## src/inc/cfg_prog_pkg.sv

```systemverilog
/*
  Constants for the configuration word serial programming block:
  command codes, frame lengths, decoded instruction words, register
  layouts and the default configuration values.
  Assumes nothing beyond a SystemVerilog compiler.
*/
package cfg_prog_pkg;
  // ==========================================================
  // Serial frame
  localparam int          CMD_BITS       = 4;
  localparam int          PAYLOAD_BITS   = 24;
  localparam int          OUT_BITS       = 16;
  localparam int          OUT_IDLE_EDGES = 8;
  localparam logic [3:0]  CMD_EXEC       = 4'h0;
  localparam logic [3:0]  CMD_REGOUT     = 4'h1;
  // ==========================================================
  // Instruction words the core understands
  localparam logic [23:0] OP_NOP         = 24'h000000;
  localparam logic [23:0] OP_GOTO_200    = 24'h040200;
  localparam logic [23:0] OP_MOV_W10_NVM = 24'h883b0a;
  localparam logic [23:0] OP_MOV_W0_PAGE = 24'h880190;
  localparam logic [23:0] OP_TABLE_WRITE_LOW_INSTR      = 24'hbb1b86;
  localparam logic [23:0] OP_BIT_SET_INSTR_WR     = 24'ha8e761;
  localparam logic [23:0] OP_MOV_NVM_W2  = 24'h803b02;
  localparam logic [23:0] OP_MOV_W2_VISI = 24'h883c22;
  localparam logic [3:0]  OP_MOV_LIT     = 4'h2;
  // ==========================================================
  // Register indices and fields
  localparam int          W_PAGE_SCRATCH = 0;
  localparam int          W_POLL_SCRATCH = 2;
  localparam int          W_DATA_HOLD    = 6;
  localparam int          W_WRITE_PTR    = 7;
  localparam int          W_CTRL_SCRATCH = 10;
  localparam int          NVM_WR_BIT     = 15;
  localparam logic [15:0] NVM_WORD_WRITE = 16'h4003;
  localparam logic [15:0] PTR_STEP       = 16'h0002;
  // ==========================================================
  // Configuration words, index 0 is the first word
  localparam int          CFG_WORDS      = 3;
  localparam logic [15:0] CW1_DEFAULT    = 16'h7fff;
  localparam logic [15:0] CW2_DEFAULT    = 16'hf7ff;
  localparam logic [15:0] CW3_DEFAULT    = 16'hffff;
  localparam logic [15:0] CW_STRIDE      = 16'h0002;
  localparam logic [15:0] LAST_WORD_LOW  = 16'hfffe;
  localparam logic [7:0]  CFG_PAGE       = 8'h01;
  localparam int          WRITE_CYCLES   = 64;
endpackage : cfg_prog_pkg

```

## src/hw/prog_serial_port.sv

```systemverilog
/*
  Serial front end of the programming port: synchronises the programming
  clock and data pins, assembles command and payload frames and shifts
  the visible output word back out.
  Assumes the programming clock is far slower than mclk_in.
*/
`timescale 1ns/1ps
module prog_serial_port (
  // Clock and reset
  input  wire logic        mclk_in,
  input  wire logic        rst_in,
  // Pins
  input  wire logic        pclk_pin_in,
  input  wire logic        pdata_pin_in,
  output logic             pdata_pin_out,
  output logic             pdata_pin_oe_out,
  // Core side
  input  wire logic [15:0] visi_in,
  output logic             frame_valid_out,
  output logic [23:0]      frame_payload_out
);
  typedef enum logic [1:0] {
    RX_CMD  = 2'b00,
    RX_DATA = 2'b01,
    TX_OUT  = 2'b10,
    TX_END  = 2'b11
  } port_state_e;

  // ==========================================================
  // Pin synchronisers
  logic [2:0] clk_sync_reg;
  logic [1:0] dat_sync_reg;
  always_ff @(posedge mclk_in) begin
    clk_sync_reg <= {clk_sync_reg[1:0], pclk_pin_in};
    dat_sync_reg <= {dat_sync_reg[0], pdata_pin_in};
  end
  logic rise;
  logic fall;
  logic din;
  assign rise = clk_sync_reg[1] & ~clk_sync_reg[2];
  assign fall = ~clk_sync_reg[1] & clk_sync_reg[2];
  assign din  = dat_sync_reg[1];

  // ==========================================================
  // Frame engine
  port_state_e state_reg, state_next;
  logic [4:0]  cnt_reg, cnt_next;
  logic [3:0]  cmd_reg, cmd_next;
  logic [23:0] pay_reg, pay_next;
  logic [15:0] sh_reg, sh_next;
  logic        out_reg, out_next;
  logic        oe_reg, oe_next;
  logic        valid_reg, valid_next;
  logic        keep_reg, keep_next;

  always_comb begin
    state_next = state_reg;
    cnt_next   = cnt_reg;
    cmd_next   = cmd_reg;
    pay_next   = pay_reg;
    sh_next    = sh_reg;
    out_next   = out_reg;
    oe_next    = oe_reg;
    valid_next = 1'b0;
    keep_next  = keep_reg;
    unique case (state_reg)
      RX_CMD: begin
        if (rise) begin
          cmd_next = {din, cmd_reg[3:1]};
          cnt_next = cnt_reg + 5'd1;
          if (cnt_reg == 5'(cfg_prog_pkg::CMD_BITS - 1)) begin
            cnt_next = 5'd0;
            // Unknown codes still swallow a payload so framing holds
            keep_next  = ({din, cmd_reg[3:1]} == cfg_prog_pkg::CMD_EXEC);
            state_next = ({din, cmd_reg[3:1]} == cfg_prog_pkg::CMD_REGOUT) ? TX_OUT
                                                                           : RX_DATA;
          end
        end
      end
      RX_DATA: begin
        if (rise) begin
          pay_next = {din, pay_reg[23:1]};
          cnt_next = cnt_reg + 5'd1;
          if (cnt_reg == 5'(cfg_prog_pkg::PAYLOAD_BITS - 1)) begin
            cnt_next   = 5'd0;
            valid_next = keep_reg;
            state_next = RX_CMD;
          end
        end
      end
      TX_OUT: begin
        if (rise) begin
          cnt_next = cnt_reg + 5'd1;
          if (cnt_reg == 5'(cfg_prog_pkg::OUT_IDLE_EDGES - 1)) begin
            sh_next  = {1'b0, visi_in[15:1]};
            out_next = visi_in[0];
            oe_next  = 1'b1;
          end else if (cnt_reg >= 5'(cfg_prog_pkg::OUT_IDLE_EDGES)) begin
            sh_next  = {1'b0, sh_reg[15:1]};
            out_next = sh_reg[0];
          end
          if (cnt_reg == 5'(cfg_prog_pkg::PAYLOAD_BITS - 1)) begin
            cnt_next   = 5'd0;
            state_next = TX_END;
          end
        end
      end
      TX_END: begin
        // Release the pin on the falling edge after the last bit
        if (fall) begin
          oe_next    = 1'b0;
          state_next = RX_CMD;
        end
      end
    endcase
  end

  always_ff @(posedge mclk_in) begin
    if (rst_in) begin
      state_reg <= RX_CMD;
      cnt_reg   <= 5'd0;
      cmd_reg   <= 4'h0;
      pay_reg   <= 24'h000000;
      sh_reg    <= 16'h0000;
      out_reg   <= 1'b0;
      oe_reg    <= 1'b0;
      valid_reg <= 1'b0;
      keep_reg  <= 1'b0;
    end else begin
      state_reg <= state_next;
      cnt_reg   <= cnt_next;
      cmd_reg   <= cmd_next;
      pay_reg   <= pay_next;
      sh_reg    <= sh_next;
      out_reg   <= out_next;
      oe_reg    <= oe_next;
      valid_reg <= valid_next;
      keep_reg  <= keep_next;
    end
  end

  assign pdata_pin_out     = out_reg;
  assign pdata_pin_oe_out  = oe_reg;
  assign frame_valid_out   = valid_reg;
  assign frame_payload_out = pay_reg;
endmodule : prog_serial_port

```

## src/hw/cfg_word_programmer.sv

```systemverilog
/*
  Configuration word programming through the serial programming port:
  a tiny instruction executor, the nonvolatile control register, the
  write latch, the configuration Flash words and the configuration
  registers reloaded at every reset.
  Assumes chip_erase_in is pulsed once before use to give the Flash a
  defined content; rst_in does not touch the Flash words.
*/
`timescale 1ns/1ps
module cfg_word_programmer #(
  parameter int          WRITE_CYCLES  = cfg_prog_pkg::WRITE_CYCLES,
  parameter logic [15:0] LAST_WORD_LOW = cfg_prog_pkg::LAST_WORD_LOW,
  parameter logic [7:0]  CFG_PAGE      = cfg_prog_pkg::CFG_PAGE
) (
  // Clock and reset
  input  wire logic        mclk_in,
  input  wire logic        rst_in,
  input  wire logic        chip_erase_in,
  // Programming pins
  input  wire logic        programming_clock_pin_in,
  input  wire logic        programming_data_pin_in,
  output logic             programming_data_pin_out,
  output logic             programming_data_pin_oe_out,
  // Configuration registers
  output logic [15:0]      config_word_one_out,
  output logic [15:0]      config_word_two_out,
  output logic [15:0]      config_word_three_out,
  output logic             config_loaded_out
);
  localparam int          N      = cfg_prog_pkg::CFG_WORDS;
  localparam logic [15:0] BUSY_N = 16'(WRITE_CYCLES);
  localparam logic [15:0] DEFS [N] = '{cfg_prog_pkg::CW1_DEFAULT,
                                       cfg_prog_pkg::CW2_DEFAULT,
                                       cfg_prog_pkg::CW3_DEFAULT};

  // ==========================================================
  // Serial port
  logic        fv;
  logic [23:0] op;
  logic [15:0] visi_reg, visi_next;
  prog_serial_port u_port (
    .mclk_in           (mclk_in),
    .rst_in            (rst_in),
    .pclk_pin_in       (programming_clock_pin_in),
    .pdata_pin_in      (programming_data_pin_in),
    .pdata_pin_out     (programming_data_pin_out),
    .pdata_pin_oe_out  (programming_data_pin_oe_out),
    .visi_in           (visi_reg),
    .frame_valid_out   (fv),
    .frame_payload_out (op)
  );

  // ==========================================================
  // Instruction executor and write engine
  logic [15:0] wreg_reg [16];
  logic [15:0] wreg_next [16];
  logic [7:0]  page_reg, page_next;
  logic [15:0] nvm_reg, nvm_next;
  logic [23:0] laddr_reg, laddr_next;
  logic [15:0] ldata_reg, ldata_next;
  logic        lvalid_reg, lvalid_next;
  logic [15:0] busy_reg, busy_next;
  logic        commit;

  always_comb begin
    wreg_next   = wreg_reg;
    page_next   = page_reg;
    nvm_next    = nvm_reg;
    visi_next   = visi_reg;
    laddr_next  = laddr_reg;
    ldata_next  = ldata_reg;
    lvalid_next = lvalid_reg;
    busy_next   = busy_reg;
    commit      = 1'b0;
    if (busy_reg != 16'h0000) begin
      busy_next = busy_reg - 16'h0001;
      if (busy_reg == 16'h0001) begin
        commit                            = 1'b1;
        nvm_next[cfg_prog_pkg::NVM_WR_BIT] = 1'b0;
        lvalid_next                       = 1'b0;
      end
    end
    if (fv) begin
      if (op[23:20] == cfg_prog_pkg::OP_MOV_LIT) begin
        wreg_next[op[3:0]] = op[19:4];
      end else if (op == cfg_prog_pkg::OP_MOV_W0_PAGE) begin
        page_next = wreg_reg[cfg_prog_pkg::W_PAGE_SCRATCH][7:0];
      end else if (op == cfg_prog_pkg::OP_MOV_W10_NVM) begin
        // Busy bit is only set by the bit-set and cleared by hardware
        nvm_next[14:0] = wreg_reg[cfg_prog_pkg::W_CTRL_SCRATCH][14:0];
      end else if (op == cfg_prog_pkg::OP_TABLE_WRITE_LOW_INSTR) begin
        laddr_next  = {page_reg, wreg_reg[cfg_prog_pkg::W_WRITE_PTR]};
        ldata_next  = wreg_reg[cfg_prog_pkg::W_DATA_HOLD];
        lvalid_next = 1'b1;
        wreg_next[cfg_prog_pkg::W_WRITE_PTR] =
          wreg_reg[cfg_prog_pkg::W_WRITE_PTR] + cfg_prog_pkg::PTR_STEP;
      end else if (op == cfg_prog_pkg::OP_BIT_SET_INSTR_WR) begin
        if (!nvm_reg[cfg_prog_pkg::NVM_WR_BIT]) begin
          nvm_next[cfg_prog_pkg::NVM_WR_BIT] = 1'b1;
          busy_next                         = BUSY_N;
        end
      end else if (op == cfg_prog_pkg::OP_MOV_NVM_W2) begin
        wreg_next[cfg_prog_pkg::W_POLL_SCRATCH] = nvm_reg;
      end else if (op == cfg_prog_pkg::OP_MOV_W2_VISI) begin
        visi_next = wreg_reg[cfg_prog_pkg::W_POLL_SCRATCH];
      end
      // No-op and jump to the reset target leave all state alone
    end
  end

  always_ff @(posedge mclk_in) begin
    if (rst_in) begin
      for (int i = 0; i < 16; i++) begin
        wreg_reg[i] <= 16'h0000;
      end
      page_reg   <= 8'h00;
      nvm_reg    <= 16'h0000;
      visi_reg   <= 16'h0000;
      laddr_reg  <= 24'h000000;
      ldata_reg  <= 16'h0000;
      lvalid_reg <= 1'b0;
      busy_reg   <= 16'h0000;
    end else begin
      wreg_reg   <= wreg_next;
      page_reg   <= page_next;
      nvm_reg    <= nvm_next;
      visi_reg   <= visi_next;
      laddr_reg  <= laddr_next;
      ldata_reg  <= ldata_next;
      lvalid_reg <= lvalid_next;
      busy_reg   <= busy_next;
    end
  end

  // ==========================================================
  // Flash words and configuration registers
  // Flash is nonvolatile, so rst_in leaves it alone; a reset during a
  // write aborts it unless it lands on the final busy cycle, whose commit still clears the bits.
  logic [15:0] flash_reg [N];
  logic [15:0] cfg_reg [N];
  logic [1:0]  ld_reg, ld_next;
  logic        done_reg, done_next;

  genvar g;
  generate
    for (g = 0; g < N; g++) begin : g_word
      logic        hit;
      logic [15:0] fl_next;
      logic [15:0] cf_next;
      assign hit = commit && lvalid_reg
                   && nvm_reg == (cfg_prog_pkg::NVM_WORD_WRITE
                                  | 16'h8000)
                   && laddr_reg == {CFG_PAGE,
                                    16'(LAST_WORD_LOW - 16'(g) * cfg_prog_pkg::CW_STRIDE)};
      always_comb begin
        fl_next = flash_reg[g];
        if (chip_erase_in) begin
          fl_next = DEFS[g];
        end else if (hit) begin
          fl_next = flash_reg[g] & ldata_reg;
        end
        cf_next = cfg_reg[g];
        if (!done_reg && ld_reg == 2'(g)) begin
          cf_next = flash_reg[g];
        end
      end
      always_ff @(posedge mclk_in) begin
        flash_reg[g] <= fl_next;
        if (rst_in) begin
          cfg_reg[g] <= DEFS[g];
        end else begin
          cfg_reg[g] <= cf_next;
        end
      end
    end
  endgenerate

  always_comb begin
    ld_next   = ld_reg;
    done_next = done_reg;
    if (!done_reg) begin
      ld_next = ld_reg + 2'd1;
      if (ld_reg == 2'(N - 1)) begin
        done_next = 1'b1;
      end
    end
  end

  always_ff @(posedge mclk_in) begin
    if (rst_in) begin
      ld_reg   <= 2'd0;
      done_reg <= 1'b0;
    end else begin
      ld_reg   <= ld_next;
      done_reg <= done_next;
    end
  end

  assign config_word_one_out   = cfg_reg[0];
  assign config_word_two_out   = cfg_reg[1];
  assign config_word_three_out = cfg_reg[2];
  assign config_loaded_out     = done_reg;
endmodule : cfg_word_programmer

```

## config.mk

```make
export PLATFORM = sky130hd
export DESIGN_NAME = cfg_word_programmer
export DESIGN_NICKNAME = d
export VERILOG_FILES = /design/src/inc/cfg_prog_pkg.sv /design/src/hw/prog_serial_port.sv /design/src/hw/cfg_word_programmer.sv
export SDC_FILE = /design/constraint.sdc
export NUM_CORES = 1
export LEC_CHECK = 0
export ABC_AREA = 1
export ABC_CLOCK_PERIOD_IN_PS = 2500
export BUFFER_PORTS_ARGS = -buffer_cell sky130_fd_sc_hd__clkbuf_2
export CAP_MARGIN = 20
export CORE_MARGIN = 8
export CORE_UTILIZATION = 40
export CTS_BUF_LIST = sky130_fd_sc_hd__clkbuf_4
export DETAILED_ROUTE_END_ITERATION = 12
export SYNTH_ARGS = -nofsm -noshare
export SYNTH_HDL_FRONTEND = slang
export SYNTH_SLANG_ARGS = --single-unit
```

## constraint.sdc

```tcl
create_clock -name mclk_in -period 2.5 [get_ports mclk_in]
set_input_delay 0.125 -clock mclk_in [delete_from_list [all_inputs] [get_ports mclk_in]]
set_output_delay 0.125 -clock mclk_in [all_outputs]
set_load 0.01 [all_outputs]
```

==> results.yml <==
job:
  cap_violations: 0
setup_path:
  worst-path-max-fanout: 17
  start_kind: "register"
  critPathKind: "reg -> reg"
  crit_top_cell: "inv_1"
  crit_buf_inv: 3
  r2r_cells: 7
  cp_slowest_cell: "nor2_1"
  arrival_ns: 2.70
  required_ns: 3.14
  max_stage_delay_ns: 0.65
  crit_family: "simple AND/OR/NAND/NOR gates"
  worstSetupEndpointType: "register"
  cp_cell_sequence: "inv_1, ha_1, inv_1, nor2_1, inv_1, nand2_1, nand3_1"
  crit_cells: 7
yosys:
  synth_warnings: 0
  yosysTopAreaCell: "dfxtp_1"
  synth_ff_type: "dfxtp_1"
  synth_cell_types: 37
  syn_area_sq_um: 13790
  yosysSeqAreaShare_pct: 47.17
  synth_edf_count: 0
  syn_nets: 1942
  syn_inst: 1923
  netlist_top_cells_count: "nand2_1, dfxtp_1, nor2_1"
  syn_area_per_cell_sq_um: 7.173
  async_reset_ff_share_pct: 0
  yosys-top-cells-area: "dfxtp_1, nand2_1, nor2_1"
  yosysTopAreaCellShare_pct: 47.17
  yosys.cell_count.top_type: "nand2_1"
  ys_ff_latch: 325
cells_and_area:
  drive_above_1_share_pct: 13.36
  fin_nets: 2021
  final_area_sq_um: 15610
  area_growth_pct: 13.14
  utilization_pct: 45.51
  largest_reg_flops: 71
  fill_cells: 3554
clock_network:
  postCtsSetupRepairBufs: 0
  cts_sinks: 325
  clockBufferDepth: 3
  clk_latency_ns: 0.76
  path_clk_slew_ns: 0.06
  cts_root_buf: "clkbuf_4"
  cts_buffers: 87
  cts_max_level: 3
  tritoncts: "built"
floorplanning:
  start_util_pct: 40.23
  die_x_um: 201.7
  rows: 68
  io-pin-count: 56
  die_y_um: 201.7
  dieArea_sq_um: 40680
  core_sq_um: 34290
status:
  status: "complete, no violations"
sta:
  slew_violations: 0
  finClkSkew_ns: 0.06520
  hold_viol_final: 0
  min_period_ns: 2.056
  rsz0062_at_grt: "false"
  post-route-period-util_pct: 82.24
  setup_viol: 0
  setup_tns_ns: 0
  fmax_mhz: 486.4
  max_slew_margin_pct: 42.72
  worstMarginPinSlew_ns: 0.8560
placed_design:
  portBuffers: 55
  dp_hpwl_um: 23570
  placed_area_sq_um: 14440
  place.gp.congestion: 0.8747
global_route:
  overflow: 0
  grt_pass1_vias: 11740
  track_usage_pct: 17.07
  antenna_found_initial: 1
  grt_first_pass_wirelength_um: 58350
  grt_max_degree: 54
hold_path:
  hp-class: "in -> reg"
  holdPathStages: 2
detailed_routing:
  postRouteAntennaNets: 0
  dr.pass1.iters: 5
  drc_errors: 0
  totalWireLength_um: 35150
  drtIter0Drc: 904
  vias_per_cell: 4.985
  routedWlPerCell_um: 13.93
  dr_total_vias: 12580
power:
  p_leak_nw: 7.043
  power_density_nw_per_um2: 837.2
  vdd_drop_max_mv: 0.3829
-- report_power, final --
part / total [mW] / switching [mW] / internal, mW
sequential: 5.89 / 0.298 / 5.59
combinational: 2.53 / 1.64 / 0.896
clock: 4.64 / 2.14 / 2.50
-- what timing repair did --
action / in CTS / in global routing
resized for setup: 0 / 0
hold endpoints to repair: 114 / 0
hold buffers: 5 / 0
-- worst reg2reg max path, stage by stage, from the launching register on --
cell and delay, ns:
dfxtp_1 0.33, inv_1 0.09, ha_1 0.14, inv_1 0.05, nor2_1 0.65, inv_1 0.45, nand2_1 0.16, nand3_1 0.08
-- final timing paths --
check                                   end                            from  slack (ns)
max             cfg_reg[2][15]$_SDFFE_PP1P_          ld_reg[0]$_SDFFE_PP0N_        0.44
min          u_port.clk_sync_reg[0]$_DFF_P_        programming_clock_pin_in        0.08
max reg2reg     cfg_reg[2][15]$_SDFFE_PP1P_          ld_reg[0]$_SDFFE_PP0N_        0.44
min reg2reg  u_port.clk_sync_reg[1]$_DFF_P_  u_port.clk_sync_reg[0]$_DFF_P_        0.33
-- final cells by class --
| cell class | count | area (sq um) | share of cell area (%) |
|---|---|---|---|
| flip-flops and latches | 325 | 6506 | 41.69 |
| multi-input cells | 1365 | 6294 | 40.33 |
| clock buffers | 131 | 983.4 | 6.302 |
| repair buffers | 94 | 630.6 | 4.041 |
| well taps | 455 | 569.3 | 3.648 |
| inverters | 129 | 486.7 | 3.119 |
| clock inverters | 22 | 130.1 | 0.8339 |
| diodes | 2 | 5.005 | 0.03207 |
-- metrics by stage --
step	total power [mW]	hold slack (ns)	std cells	worst slack [ns]
3_3_place_gp	8.513	0.2277	2363	0.5131
3_5_place_dp	8.554	0.2303	2363	0.4792
5_1_grt	13.98	0.01055	2522	0.1608
2_1_floorplan	7.786	0.1527	1923	0.8131
4_1_cts	13.30	0.004121	2521	0.4642
6_report	13.06	0.07742	2523	0.4440
-- placed cells by master (no fill, tap or decap), types with 15 or more instances in the layout --
cell      instances
a21oi_1         131
a31oi_1          16
buf_4            30
clkbuf_2         55
clkbuf_4        131
clkinv_1         15
dfxtp_1         325
inv_1           115
nand2_1         515
nand3_1         176
nand4_1          50
nor2_1          265
nor3_1           22
o21ai_0         110
-- cell families after synthesis --
group | count (synthesis) | synth area share, %
xor+xnor | 15 | 0.9525
compound gates | 269 | 10.13
simple gates | 1067 | 33.24
flops | 325 | 47.17
buf+inv | 233 | 7.239
fa+ha+maj | 14 | 1.270
-- routing by layer --
metal	wire length [um]	part of all wire, %	track usage [%]	vias up
met1	16480	47	22.29	5717
li1	-	-	-	6453
met3	1957	5.6	4.021	70
met5	0	0	0	-
met4	833	2.4	6.601	0
met2	15880	45	26.97	336
(Power assumes the default switching activity.)
